$ cat config.mk
export PLATFORM = sky130hd
export DESIGN_NAME = mhpa_port
export DESIGN_NICKNAME = d
export VERILOG_FILES = /design/src/shared/mhpa_pkg.sv /design/src/hdl/mhpa_port.sv
export SDC_FILE = /design/constraint.sdc
export NUM_CORES = 1
export LEC_CHECK = 0
export BUFFER_PORTS_ARGS = -buffer_cell sky130_fd_sc_hd__buf_2
export CAP_MARGIN = 20
export CORE_ASPECT_RATIO = 0.6
export CORE_MARGIN = 2
export CORE_UTILIZATION = 35
export DETAILED_ROUTE_END_ITERATION = 6
export GPL_TIMING_DRIVEN = 0
export SLEW_MARGIN = 10
export SYNTH_ARGS = -nofsm -noshare
export SYNTH_HDL_FRONTEND = slang
export SYNTH_SLANG_ARGS = --single-unit
$ cat constraint.sdc
create_clock -name core_clk -period 12.4 [get_ports core_clk]
set_input_delay 2.48 -clock core_clk [delete_from_list [all_inputs] [get_ports core_clk]]
set_output_delay 2.48 -clock core_clk [all_outputs]
set_load 0.05 [all_outputs]
$ cat src/shared/mhpa_pkg.sv
// Functional notes
// Select picks control, address, or data register
// No address strobe: capture on strobe fall
// Address strobe used: capture on its fall
// Write data and enables captured on rise
// Host gives all enables except fixed data
// Dual halfword: two enables per halfword
// Halfword identifier captured with the select
// Initial not-ready shown only under chip select
// Post not-ready held until chip select drops
// Dual write stalls only on second halfword
// Byte enables ignored during reads
// Host samples read data on strobe rise
// Host may drop address strobe after capture
// Ready kept for ordinary writes
// Stall on pending address or full FIFO
// Fixed write, FIFO busy: stall then post
// Increment write, FIFO stays full: both stalls
// Fixed write, FIFO empty: post stall only
// Write filling FIFO: post stall only
// No stall for control, address, buffered reads
// Stall fixed reads and reads of empty FIFO
// Read emptying FIFO stalls after completion
// Internal strobe gated by chip select
`default_nettype none

package mhpa_pkg;

	// Register select codes
	localparam logic [1:0] SEL_CTRL     = 2'h0;
	localparam logic [1:0] SEL_DATA_INC = 2'h1;
	localparam logic [1:0] SEL_ADDR     = 2'h2;
	localparam logic [1:0] SEL_DATA_FIX = 2'h3;

	// Widths of the host word and its halves
	localparam int WORD_W    = 32;
	localparam int HALF_W    = 16;
	localparam int BE_W      = 4;
	localparam int HALF_BE_W = 2;
	localparam int BUF_DEPTH = 2;
	localparam int SYNC_W    = 1 + 2 + 1 + 2 + 1 + 1 + BE_W + WORD_W;

	// Reset values
	localparam logic [BE_W-1:0]   BE_NONE   = 4'h0;
	localparam logic [WORD_W-1:0] WORD_ZERO = 32'h0;
	localparam logic [HALF_W-1:0] HALF_ZERO = 16'h0;
	localparam logic [SYNC_W-1:0] PIN_IDLE  = {SYNC_W{1'b1}};

	typedef enum logic [2:0] {
		ST_IDLE,
		ST_PRE,
		ST_RET,
		ST_ACT,
		ST_POST
	} mhpa_state_t;

endpackage : mhpa_pkg

`default_nettype wire
$ cat src/hdl/mhpa_port.sv
`default_nettype none

module mhpa_port #(
	parameter int BUF_DEPTH = mhpa_pkg::BUF_DEPTH
) (
	input  wire logic                            core_clk,
	input  wire logic                            rst,
	input  wire logic                            host_chip_select_n,
	input  wire logic [1:0]                      host_data_strobes_n,
	input  wire logic                            host_address_strobe_n,
	input  wire logic [1:0]                      register_select,
	input  wire logic                            host_read_write,
	input  wire logic                            halfword_identifier,
	input  wire logic [mhpa_pkg::BE_W-1:0]       host_byte_enables_n,
	input  wire logic [mhpa_pkg::WORD_W-1:0]     host_data_bus_in,
	output logic      [mhpa_pkg::WORD_W-1:0]     host_data_bus_out,
	output logic                                 host_data_bus_oe,
	output logic                                 host_ready_out,
	input  wire logic                            use_address_strobe,
	input  wire logic                            dual_halfword_mode,
	input  wire logic                            write_fifo_full,
	input  wire logic                            write_fifo_empty,
	input  wire logic                            write_fifo_one_left,
	input  wire logic                            write_fifo_flush,
	input  wire logic                            read_fifo_empty,
	input  wire logic                            read_fifo_one_left,
	input  wire logic                            read_fifo_flush,
	input  wire logic [mhpa_pkg::WORD_W-1:0]     read_fifo_head,
	input  wire logic [mhpa_pkg::WORD_W-1:0]     control_reg_value,
	input  wire logic [mhpa_pkg::WORD_W-1:0]     address_reg_value,
	input  wire logic                            read_return_valid,
	input  wire logic [mhpa_pkg::WORD_W-1:0]     read_return_data,
	output logic                                 req_valid,
	input  wire logic                            req_ready,
	output logic                                 req_read,
	output logic      [1:0]                      req_select,
	output logic      [mhpa_pkg::BE_W-1:0]       req_byte_enables,
	output logic      [mhpa_pkg::WORD_W-1:0]     req_data
);

	localparam int EW = 1 + 2 + mhpa_pkg::BE_W + mhpa_pkg::WORD_W;
	localparam int PW = (BUF_DEPTH > 1) ? $clog2(BUF_DEPTH) : 1;
	localparam int CW = $clog2(BUF_DEPTH + 1);
	localparam logic [PW-1:0] PTR_LAST = PW'(BUF_DEPTH - 1);
	localparam logic [CW-1:0] CNT_FULL = CW'(BUF_DEPTH);

	// Three-stage pin synchroniser; a change counts once stages two and three agree
	logic [mhpa_pkg::SYNC_W-1:0] s1_reg, s2_reg, s3_reg, filt_reg, filt_next;
	logic                        p_cs_n, p_as_n, p_rw, p_hw;
	logic [1:0]                  p_ds_n, p_sel;
	logic [mhpa_pkg::BE_W-1:0]   p_be_n;
	logic [mhpa_pkg::WORD_W-1:0] p_data;
	always_comb begin
		filt_next = (s2_reg & s3_reg) | (filt_reg & (s2_reg ^ s3_reg));
	end
	always_ff @(posedge core_clk or posedge rst) begin
		if (rst) begin
			s1_reg   <= mhpa_pkg::PIN_IDLE;
			s2_reg   <= mhpa_pkg::PIN_IDLE;
			s3_reg   <= mhpa_pkg::PIN_IDLE;
			filt_reg <= mhpa_pkg::PIN_IDLE;
		end else begin
			s1_reg   <= {host_chip_select_n, host_data_strobes_n, host_address_strobe_n,
				register_select, host_read_write, halfword_identifier,
				host_byte_enables_n, host_data_bus_in};
			s2_reg   <= s1_reg;
			s3_reg   <= s2_reg;
			filt_reg <= filt_next;
		end
	end

	assign {p_cs_n, p_ds_n, p_as_n, p_sel, p_rw, p_hw, p_be_n, p_data} = filt_reg;

	// Internal strobe exists only under chip select
	logic cs_act, strb, strb_d_reg, as_act, as_d_reg;
	logic strb_fall, strb_rise, as_fall;
	assign cs_act    = ~p_cs_n;
	assign strb      = cs_act & (p_ds_n[0] ^ p_ds_n[1]);
	assign as_act    = ~p_as_n;
	assign strb_fall = strb & ~strb_d_reg;
	assign strb_rise = ~strb & strb_d_reg;
	assign as_fall   = as_act & ~as_d_reg;
	// Select, direction and halfword caught on the address strobe fall
	logic [1:0] as_sel_reg, as_sel_next, cur_sel;
	logic       as_rw_reg, as_rw_next, as_hw_reg, as_hw_next, cur_rd, cur_hw;
	always_comb begin
		as_sel_next = as_sel_reg;
		as_rw_next  = as_rw_reg;
		as_hw_next  = as_hw_reg;
		if (as_fall) begin
			as_sel_next = p_sel;
			as_rw_next  = p_rw;
			as_hw_next  = p_hw;
		end
	end

	always_ff @(posedge core_clk or posedge rst) begin
		if (rst) begin
			strb_d_reg <= 1'b0;
			as_d_reg   <= 1'b0;
			as_sel_reg <= mhpa_pkg::SEL_CTRL;
			as_rw_reg  <= 1'b1;
			as_hw_reg  <= 1'b0;
		end else begin
			strb_d_reg <= strb;
			as_d_reg   <= as_act;
			as_sel_reg <= as_sel_next;
			as_rw_reg  <= as_rw_next;
			as_hw_reg  <= as_hw_next;
		end
	end

	// Without the address strobe the strobe fall takes the live pins
	assign cur_sel = use_address_strobe ? as_sel_reg : p_sel;
	assign cur_rd  = use_address_strobe ? as_rw_reg : p_rw;
	assign cur_hw  = use_address_strobe ? as_hw_reg : p_hw;
	// Two-entry request buffer toward the core
	logic [EW-1:0]  mem_reg [BUF_DEPTH];
	logic [EW-1:0]  mem_next [BUF_DEPTH];
	logic [PW-1:0]  wp_reg, wp_next, rp_reg, rp_next;
	logic [CW-1:0]  cnt_reg, cnt_next;
	logic           in_ready, push, pop;
	logic [EW-1:0]  push_entry;
	assign in_ready  = (cnt_reg != CNT_FULL);
	assign pop       = req_valid & req_ready;
	assign req_valid = (cnt_reg != '0);
	assign {req_read, req_select, req_byte_enables, req_data} = mem_reg[rp_reg];
	always_comb begin
		mem_next = mem_reg;
		wp_next  = wp_reg;
		rp_next  = rp_reg;
		cnt_next = cnt_reg;
		if (push) begin
			mem_next[wp_reg] = push_entry;
			wp_next = (wp_reg == PTR_LAST) ? '0 : wp_reg + 1'b1;
		end
		if (pop)
			rp_next = (rp_reg == PTR_LAST) ? '0 : rp_reg + 1'b1;
		if (push && !pop)
			cnt_next = cnt_reg + 1'b1;
		else if (pop && !push)
			cnt_next = cnt_reg - 1'b1;
	end
	always_ff @(posedge core_clk or posedge rst) begin
		if (rst) begin
			for (int i = 0; i < BUF_DEPTH; i++)
				mem_reg[i] <= '0;
			wp_reg  <= '0;
			rp_reg  <= '0;
			cnt_reg <= '0;
		end else begin
			mem_reg <= mem_next;
			wp_reg  <= wp_next;
			rp_reg  <= rp_next;
			cnt_reg <= cnt_next;
		end
	end
	// Address write not yet taken by the core; read by the stall test
	logic addr_pend_reg, addr_pend_next;
	// Stall test; the fixed-read term applies only at the start of the access
	function automatic logic pre_stall(input logic [1:0] s, input logic rd,
			input logic start);
		logic data_sel;
		data_sel = (s == mhpa_pkg::SEL_DATA_INC) || (s == mhpa_pkg::SEL_DATA_FIX);
		if (rd)
			pre_stall = (start && s == mhpa_pkg::SEL_DATA_FIX)
				|| (s == mhpa_pkg::SEL_DATA_INC && (read_fifo_empty || read_fifo_flush))
				|| (data_sel && !in_ready);
		else
			pre_stall = (s == mhpa_pkg::SEL_ADDR && addr_pend_reg)
				|| (s == mhpa_pkg::SEL_DATA_INC && (write_fifo_full || write_fifo_flush))
				|| (s == mhpa_pkg::SEL_DATA_FIX && (!write_fifo_empty || write_fifo_flush))
				|| !in_ready;
	endfunction : pre_stall
	// Access sequencer
	mhpa_pkg::mhpa_state_t st_reg, st_next;
	logic [1:0]                   acc_sel_reg, acc_sel_next, rsel;
	logic                         acc_rd_reg, acc_rd_next, acc_hw_reg, acc_hw_next;
	logic [mhpa_pkg::HALF_W-1:0]  lo_data_reg, lo_data_next;
	logic [1:0]                   lo_be_reg, lo_be_next;
	logic [mhpa_pkg::WORD_W-1:0]  rdata_reg, rdata_next, out_reg, out_next;
	logic                         post_rd_reg, post_rd_next;
	logic                         first_cur, last_cur, last_acc, do_read, addr_set, addr_drain;
	logic                         wr_post;
	logic [mhpa_pkg::BE_W-1:0]    be_full;
	logic [mhpa_pkg::WORD_W-1:0]  data_full;
	assign first_cur = !dual_halfword_mode || !cur_hw;
	assign last_cur  = !dual_halfword_mode || cur_hw;
	assign last_acc  = !dual_halfword_mode || acc_hw_reg;
	assign rsel      = (st_reg == mhpa_pkg::ST_IDLE) ? cur_sel : acc_sel_reg;
	assign addr_drain = pop && !req_read && req_select == mhpa_pkg::SEL_ADDR;
	// Second halfword supplies the upper enables; the first pair was held
	assign be_full   = dual_halfword_mode ? {~p_be_n[1:0], lo_be_reg} : ~p_be_n;
	assign data_full = dual_halfword_mode ? {p_data[mhpa_pkg::HALF_W-1:0], lo_data_reg}
		: p_data;
	assign wr_post   = (acc_sel_reg == mhpa_pkg::SEL_DATA_FIX)
		|| (acc_sel_reg == mhpa_pkg::SEL_DATA_INC
		&& (write_fifo_one_left || write_fifo_full));
	always_comb begin
		st_next      = st_reg;
		acc_sel_next = acc_sel_reg;
		acc_rd_next  = acc_rd_reg;
		acc_hw_next  = acc_hw_reg;
		lo_data_next = lo_data_reg;
		lo_be_next   = lo_be_reg;
		rdata_next   = rdata_reg;
		post_rd_next = post_rd_reg;
		do_read      = 1'b0;
		addr_set     = 1'b0;
		push         = 1'b0;
		// Reads carry no enables, whatever the pins show
		push_entry   = {1'b1, rsel, mhpa_pkg::BE_NONE, mhpa_pkg::WORD_ZERO};
		case (st_reg)
			mhpa_pkg::ST_IDLE: begin
				if (strb_fall) begin
					acc_sel_next = cur_sel;
					acc_rd_next  = cur_rd;
					acc_hw_next  = cur_hw;
					// Dual writes check only on the second halfword
					if (cur_rd ? (first_cur && pre_stall(cur_sel, 1'b1, 1'b1))
						: (last_cur && pre_stall(cur_sel, 1'b0, 1'b1))) begin
						st_next = mhpa_pkg::ST_PRE;
					end else begin
						st_next = mhpa_pkg::ST_ACT;
						do_read = cur_rd && first_cur;
					end
				end
			end
			mhpa_pkg::ST_PRE: begin
				// Stall abandoned when chip select drops
				if (!cs_act) begin
					st_next = mhpa_pkg::ST_IDLE;
				end else if (!pre_stall(acc_sel_reg, acc_rd_reg, 1'b0)) begin
					if (acc_rd_reg && acc_sel_reg == mhpa_pkg::SEL_DATA_FIX) begin
						push    = 1'b1;
						st_next = mhpa_pkg::ST_RET;
					end else begin
						st_next = mhpa_pkg::ST_ACT;
						do_read = acc_rd_reg;
					end
				end
			end
			mhpa_pkg::ST_RET: begin
				if (read_return_valid) begin
					rdata_next   = read_return_data;
					post_rd_next = 1'b0;
					st_next      = mhpa_pkg::ST_ACT;
				end
			end
			mhpa_pkg::ST_ACT: begin
				if (strb_rise) begin
					st_next = mhpa_pkg::ST_IDLE;
					if (!acc_rd_reg && !last_acc) begin
						lo_data_next = p_data[mhpa_pkg::HALF_W-1:0];
						lo_be_next   = ~p_be_n[mhpa_pkg::HALF_BE_W-1:0];
					end else if (!acc_rd_reg) begin
						push       = 1'b1;
						push_entry = {1'b0, acc_sel_reg, be_full, data_full};
						addr_set   = (acc_sel_reg == mhpa_pkg::SEL_ADDR);
						if (wr_post)
							st_next = mhpa_pkg::ST_POST;
					end else if (last_acc && acc_sel_reg == mhpa_pkg::SEL_DATA_INC
						&& post_rd_reg) begin
						st_next = mhpa_pkg::ST_POST;
					end
				end
			end
			mhpa_pkg::ST_POST: begin
				if (!cs_act)
					st_next = mhpa_pkg::ST_IDLE;
			end
			default: st_next = mhpa_pkg::ST_IDLE;
		endcase
		// Starting a read fetches the word once, on its first halfword
		if (do_read) begin
			case (rsel)
				mhpa_pkg::SEL_CTRL: rdata_next = control_reg_value;
				mhpa_pkg::SEL_ADDR: rdata_next = address_reg_value;
				mhpa_pkg::SEL_DATA_INC: begin
					rdata_next   = read_fifo_head;
					post_rd_next = read_fifo_one_left;
					push         = 1'b1;
				end
				default: rdata_next = rdata_reg;
			endcase
		end
		// A new address write wins over the drain of the previous one
		addr_pend_next = (addr_pend_reg && !addr_drain) || addr_set;
		out_next = dual_halfword_mode ? {mhpa_pkg::HALF_ZERO, acc_hw_reg
			? rdata_reg[mhpa_pkg::WORD_W-1:mhpa_pkg::HALF_W]
			: rdata_reg[mhpa_pkg::HALF_W-1:0]} : rdata_reg;
	end
	always_ff @(posedge core_clk or posedge rst) begin
		if (rst) begin
			st_reg        <= mhpa_pkg::ST_IDLE;
			acc_sel_reg   <= mhpa_pkg::SEL_CTRL;
			acc_rd_reg    <= 1'b1;
			acc_hw_reg    <= 1'b0;
			lo_data_reg   <= mhpa_pkg::HALF_ZERO;
			lo_be_reg     <= 2'h0;
			rdata_reg     <= mhpa_pkg::WORD_ZERO;
			out_reg       <= mhpa_pkg::WORD_ZERO;
			post_rd_reg   <= 1'b0;
			addr_pend_reg <= 1'b0;
		end else begin
			st_reg        <= st_next;
			acc_sel_reg   <= acc_sel_next;
			acc_rd_reg    <= acc_rd_next;
			acc_hw_reg    <= acc_hw_next;
			lo_data_reg   <= lo_data_next;
			lo_be_reg     <= lo_be_next;
			rdata_reg     <= rdata_next;
			out_reg       <= out_next;
			post_rd_reg   <= post_rd_next;
			addr_pend_reg <= addr_pend_next;
		end
	end
	// Not-ready only shows while chip select is held
	assign host_ready_out = !(cs_act && (st_reg == mhpa_pkg::ST_PRE
		|| st_reg == mhpa_pkg::ST_RET || st_reg == mhpa_pkg::ST_POST));
	// Bus driven for the host to sample on the strobe rise
	assign host_data_bus_oe  = cs_act && strb && acc_rd_reg
		&& st_reg == mhpa_pkg::ST_ACT;
	assign host_data_bus_out = out_reg;
endmodule : mhpa_port

`default_nettype wire

== Yosys cells after proc, flatten, opt, wreduce, memory -nomap -nowiden ==
Index checks and enable logic that the tools add are counted.

* Order comparisons: 3
* Bitwise gates (word level): 19
* Equal/unequal tests: 20
* Reduce and logical (&&, ||, !) cells: 71
* Multiplexer cells: 70
* Add/subtract/negate cells: 4

{| class="wikitable"
|+ Operators with widths
! operator !! number
|-
| $mux W39 || 8
|-
| $mux W32 || 5
|-
| $pmux W32 S3 || 1
|-
| $and A44 B44 Y44 || 2
|-
| $bwmux W78 || 1
|-
| $or A44 B44 Y44 || 1
|-
| $xor A44 B44 Y44 || 1
|-
| $demux W39 S1 || 1
|-
| $mux W1 || 34
|-
| $mux W3 || 10
|-
| $logic_and A1 B1 Y1 || 28
|-
| $logic_or A1 B1 Y1 || 22
|-
| $mux W16 || 1
|-
| $pmux W3 S5 || 1
|-
| $eq A2 B2 Y1 const B || 6
|-
| $logic_not A1 Y1 || 11
|-
| $mux W2 || 5
|-
| $ne A2 B2 Y1 const B || 5
|-
| $reduce_bool A2 Y1 || 4
|-
| $eq A2 B1 Y1 const B || 3
|-
| $eq A3 B2 Y1 const B || 2
|-
| $reduce_and A3 Y1 || 2
|-
| $and A1 B1 Y1 || 5
|-
| $not A1 Y1 || 5
|-
| other kinds (19) || 23
|}

* Register bits: 355
* Logic and storage cells: 211
* Output and inout bits: 74

== Depth between registers and ports, before layout ==
* Depth in word-level cells: 18
* Gate-level depth with buffers: 12

== Least setup slack after synthesis ==
No wires, ideal clock.

* Path kind: input -> register
* From: input use_address_strobe
* To: register cnt_reg[1]
* Data required time: 12321 ps
* Setup time: 79 ps
* Buffers on the path: 2
* Arrival time: 4750 ps
* Path slack: 7571 ps
* Stages: 11
* Path through: buf_2 -> mux2i_1 -> mux2_2 -> inv_1 -> ha_1 -> clkbuf_1 -> and4_1 -> or3_1 -> ha_1 -> nor2_1 -> xor2_1

* Longest elaborated chain between the ends: 17

{| class="wikitable"
|+ RTL lines
! element !! line !! RTL
|-
| start: declaration || mhpa_port.sv:19 || <nowiki>input wire logic use_address_strobe,</nowiki>
|-
| $mux W2 || mhpa_port.sv:114 || <nowiki>assign cur_sel = use_address_strobe ? as_sel_reg : p_sel;</nowiki>
|-
| $eq A2 B2 Y1 / $eq A2 B1 Y1 (equally long branches) || - ||
|-
| $logic_and A1 B1 Y1 (on tied branches) || mhpa_port.sv:170, mhpa_port.sv:171 ||
|-
| $logic_or A1 B1 Y1 || mhpa_port.sv:171 || <nowiki>|| (s == mhpa_pkg::SEL_DATA_INC && (write_fifo_full || write_fifo_flush))</nowiki>
|-
| $logic_or A1 B1 Y1 || mhpa_port.sv:172 || <nowiki>|| (s == mhpa_pkg::SEL_DATA_FIX && (!write_fifo_empty || write_fifo_flush))</nowiki>
|-
| $logic_or A1 B1 Y1 || mhpa_port.sv:173 || <nowiki>|| !in_ready;</nowiki>
|-
| $mux W1 || mhpa_port.sv:215 || <nowiki>if (strb_fall) begin</nowiki>
|-
| $mux W1 || mhpa_port.sv:213 || <nowiki>case (st_reg)</nowiki>
|-
| $logic_and A1 B1 Y1 || mhpa_port.sv:221 || <nowiki>: (last_cur && pre_stall(cur_sel, 1'b0, 1'b1))) begin</nowiki>
|-
| $mux W1 (2 in series) || mhpa_port.sv:220 || <nowiki>if (cur_rd ? (first_cur && pre_stall(cur_sel, 1'b1, 1'b1))</nowiki>
|-
| $mux W1 || mhpa_port.sv:215 ||
|-
| $pmux W1 S2 || mhpa_port.sv:213 ||
|-
| $mux W1 * || mhpa_port.sv:275 || <nowiki>if (do_read) begin</nowiki>
|-
| named net push || mhpa_port.sv:122 || <nowiki>logic in_ready, push, pop;</nowiki>
|-
| $logic_not A1 Y1 || mhpa_port.sv:141 || <nowiki>else if (pop && !push)</nowiki>
|-
| $logic_and A1 B1 Y1 || mhpa_port.sv:141 ||
|-
| $reduce_bool A2 Y1 (no source line) || - ||
|-
| end signal: assignment || mhpa_port.sv:155 || <nowiki>cnt_reg <= cnt_next;</nowiki>
|-
| end: declaration || mhpa_port.sv:121 || <nowiki>logic [CW-1:0] cnt_reg, cnt_next;</nowiki>
|}

Mark *: on every way through the listed nets, which the timed path passes. The rest lies on a longest branch. The select of a mux whose other input is x is not followed.
A chain may end at the register's enable or synchronous reset.

== Final worst setup path ==
* From: input use_address_strobe
* To: register rdata_reg[5] (netlist name)

* Longest elaborated chain between the ends: 15

{| class="wikitable"
|+ RTL lines
! element !! line !! RTL
|-
| $mux W2 || mhpa_port.sv:114 ||
|-
| $eq A2 B2 Y1 / $eq A2 B1 Y1 (equally long branches) || - ||
|-
| $logic_and A1 B1 Y1 (on tied branches) || mhpa_port.sv:170, mhpa_port.sv:171 ||
|-
| $logic_or A1 B1 Y1 || mhpa_port.sv:171 ||
|-
| $logic_or A1 B1 Y1 || mhpa_port.sv:172 ||
|-
| $logic_or A1 B1 Y1 || mhpa_port.sv:173 ||
|-
| $mux W1 || mhpa_port.sv:215 ||
|-
| $mux W1 || mhpa_port.sv:213 ||
|-
| $logic_and A1 B1 Y1 || mhpa_port.sv:221 ||
|-
| $mux W1 (2 in series) || mhpa_port.sv:220 ||
|-
| $mux W1 || mhpa_port.sv:215 ||
|-
| $pmux W1 S2 || mhpa_port.sv:213 ||
|-
| $ne A4 B1 Y1 (no source line) / $reduce_bool A2 Y1 (equally long branches) || - ||
|-
| $reduce_and A3 Y1 (no source line) || - ||
|-
| end signal: assignment || mhpa_port.sv:301 || <nowiki>rdata_reg <= mhpa_pkg::WORD_ZERO;</nowiki>
|-
| end signal: assignment || mhpa_port.sv:312 || <nowiki>rdata_reg <= rdata_next;</nowiki>
|-
| end: declaration || mhpa_port.sv:181 || <nowiki>logic [mhpa_pkg::WORD_W-1:0] rdata_reg, rdata_next, out_reg, out_next;</nowiki>
|}

Parallel ways exist; a longest one is shown, timed or not. The select of a mux whose other input is x is not followed.

==> results by group <==
Run status
  • Outcome: completed

Global routing
  • Vias in the first global route: slightly below 10000
  • Largest net degree at the start of global routing: approximately 110
  • Initial antenna violation count: 1
  • Gr usage total: 17.6%
  • Gr ovfl total: 0
  • First-pass GRT wire length: around 57 mm

Critical path
  • Worst path cell trace: buf_2, mux2i_1, nand2_1, o21ai_0, ha_1, clkbuf_1, clkbuf_1, a22oi_1, o21ai_0, mux2i_1, a21oi_1
  • Register-to-register setup slack: slightly below 9 ns
  • Crit path max-delay cell type: clkbuf_1
  • Critical Path Fanout Max: 10
  • Worst Setup End Kind: register
  • Startpoint Class: primary input
  • Critical Path AT: ~5.8 ns
  • Worst stage delay on the critical path: 0.53 ns
  • Crit path kind: primary input to register
  • CP required: approximately 13 ns

STA
  • Final Setup Violations: 0
  • Worst-margin pin slew: ~1.0 ns
  • Relative slew slack: a little under a third
  • Fin. max-slew vios: 0
  • Final Cycle Share: a little over two fifths
  • Hold Vio Cnt, Final: 0
  • Clk_skew: around 0.016 ns
  • Hold slack: between 0.3 and 0.4 ns
  • RSZ-0062 raised after global routing: no
  • Setup_tns: 0 ns
  • Fin crit period: between 5 and 6 ns
  • Setup ws final: about 7 ns
  • F_max: 0.186 GHz

Drt
  • Routed WL: between 30 and 40 mm
  • ANT nets after route: 0
  • DR pass1 iterations: 5
  • DR WL/cell: ~19 µm
  • DRT iter0 DRCs: just under 600
  • Vias/cell: a little under 5
  • Vias: about 9500
  • DRC viols: 0

Power
  • Part of the power in combinational logic: a little under two fifths
  • Switching pwr: roughly 1.7 mW
  • Power density over the cells: 242 nW/µm²
  • Int Power: ~2.5 mW
  • Clk network pwr share: 25.0%
  • Leak Pwr: roughly 8 nW
  • Power Total: 4.21 mW
  • Sw Share: roughly two fifths
  • Seq pwr share: between 30% and 40%
  • VDD IR max: approximately 130 µV

Logic synthesis
  • Largest cells by area after synthesis: dfstp_2 33%, dfrtp_1 31%, mux2_2 5.9%
  • Syn Area/Cell: 12.9 µm²
  • Synth cell types: between 50 and 60
  • Synth async-reset ratio: 100%
  • Post-synth EDFFs: 0
  • Syn Nets: 1335
  • Synthesized cell area: approximately 14000 µm²
  • Top_reg_cell synth: dfstp_2
  • Synth warn: 0
  • Post-synthesis cell type with the largest combined area: dfstp_2
  • Synthesized flop and latch total: ~360
  • Seq/Total Area, Yosys: between 60% and 70%
  • Top cell type's share of synthesized area: 32.9%
  • Leading cell type by number of instances after synthesis: dfstp_2
  • Syn Inst Count: between 1000 and 1500
  • Post-synth top cells: 178 x dfstp_2, 177 x dfrtp_1, 115 x nand2_1

Layout
  • FF/Latch Area: between 9000 and 10000 µm²
  • Max FFs per register: 78
  • Multi-input combinational cell area: approximately 4800 µm²
  • # diodes: 0
  • Fill count: 3728
  • Area Overhead vs Synth: 22.3%
  • Post-route insts no fill: ~2000
  • Final #Nets: ~1600
  • Share of cells above drive strength 1: approximately two fifths

Clocking
  • # hold bufs at CTS: 0
  • Clock sink total: ~360
  • Root Driver: clkbuf_16
  • Maximum clock path buffer count: 3
  • Number of H-tree levels: 2
  • Clock Latency Late Sink: between 0.5 and 0.6 ns
  • CTS tree: yes
  • Clock slew at reported path FFs: around 0.06 ns
  • Clock buffer count from CTS: 36
  • Resized Gates After CTS: 0
  • Post-CTS setup buffer count: 0

Placed design
  • Placer Congestion: 0.864
  • Placed instance count: about 1900
  • DP Worst Slack: ~6.4 ns
  • Count of input and output buffers: 257
  • DP Wirelength: between 20 and 30 mm

Job
  • Max_cap viols: 0

Worst hold path
  • Worst Hold Class: register to register

Floorplanning
  • Die area: ~42000 µm²
  • Row count: 57
  • Initial Util: around a third
  • DIE HEIGHT: 160 µm
  • Die W: roughly 260 µm
  • Boundary pin count: ~260
  • Core Footprint: about 40000 µm²
==> layer usage <==
| metal | wire [µm] | global-route usage [%] | up-vias | part of all wire, % |
|---|---|---|---|---|
| li1 | - | - | 4473 | - |
| met1 | 18000 | 26.0 | 4742 | 49 |
| met2 | 16800 | 27.1 | 190 | 45 |
| met3 | 1550 | 3.21 | 51 | 4.2 |
| met4 | 601 | 3.77 | 2 | 1.6 |
| met5 | 13 | 0 | - | 0.035 |
==> cells by family (layout without fill, tap and decap cells) <==
kind of cell | after synthesis | after routing | synth area share (%)
flip-flops | 355 | 355 | 64.0
AO/OA/AOI/OAI | 265 | 265 | 11.6
AND/OR/NAND/NOR | 208 | 208 | 6.45
multiplexers | 147 | 147 | 11.0
buffers and inverters | 74 | 400 | 2.40
adder cells (fa/ha/maj) | 47 | 47 | 4.13
XOR/XNOR | 7 | 7 | 0.431
==> power by group through the flow <==
stage / clock [mW] / sequential [mW] / combinational (mW)
after floorplan: 0 / 1.71 / 0.974
after global placement: 0 / 1.62 / 1.54
after detailed placement: 0 / 1.63 / 1.57
after CTS: 1.09 / 1.61 / 1.57
after global routing: 1.15 / 1.64 / 1.68
final: 1.05 / 1.61 / 1.55
==> path summary, 6_finish.rpt <==
path	startpoint	end	depth (start not counted)
max	use_address_strobe	rdata_reg[5]$_DFFE_PP0P_	11
min	s1_reg[41]$_DFF_PP1_	s2_reg[41]$_DFF_PP1_	0
max reg2reg	st_reg[1]$_DFFE_PP0P_	rdata_reg[5]$_DFFE_PP0P_	11
min reg2reg	s1_reg[41]$_DFF_PP1_	s2_reg[41]$_DFF_PP1_	0
max in group asynchronous	rst	s3_reg[23]$_DFF_PP1_	4
min in group asynchronous	rst	host_data_bus_out[30]$_DFF_PP0_	2
==> critical path, delay by kind of cell <==
kind | cells | cell delay (ns)
compound gates | 4 | 1.08
fa+ha+maj | 1 | 0.24
buf+inv | 3 | 1.25
mux | 2 | 0.67
simple gates | 1 | 0.09
==> placed cells by master, fill, tap and decap left out, types with 4 or more instances in the layout <==
master | synthesis | layout
clkbuf_1 | 34 | 48
a21o_1 | 46 | 46
mux2i_1 | 72 | 72
nor2b_1 | 20 | 20
dfrtp_1 | 177 | 177
a211oi_1 | 4 | 4
buf_2 | 12 | 269
clkinv_2 | 0 | 4
a21oi_1 | 41 | 41
clkbuf_16 | 0 | 37
a22o_1 | 8 | 8
nor2_1 | 47 | 47
o21ai_0 | 109 | 109
a22oi_1 | 32 | 32
mux2_2 | 75 | 75
ha_1 | 47 | 47
inv_1 | 16 | 15
nand2_1 | 115 | 115
nor3_1 | 4 | 4
dfstp_2 | 178 | 178
xnor2_1 | 4 | 4
buf_6 | 4 | 4
clkbuf_8 | 0 | 5
==> through the flow <==
step                utilization, %  cell area, µm²
floorplan                        -           14200
global placement              40.1           16200
detailed placement            40.4           16300
CTS                           43.2           17400
global route                  43.2           17400
finish                        43.2           17400
==> layout make-up <==
| cell class | count | share of cell area (%) |
|---|---|---|
| inverter | 16 | 0.388 |
| timing repair buffer | 260 | 7.87 |
| tap | 531 | 3.82 |
| clock buffer | 56 | 6.02 |
| multi-input combinational | 674 | 27.4 |
| clock inverter | 10 | 0.511 |
| sequential | 355 | 52.3 |
| buffer | 58 | 1.62 |
Note: power is estimated with default switching activity, not from simulation.
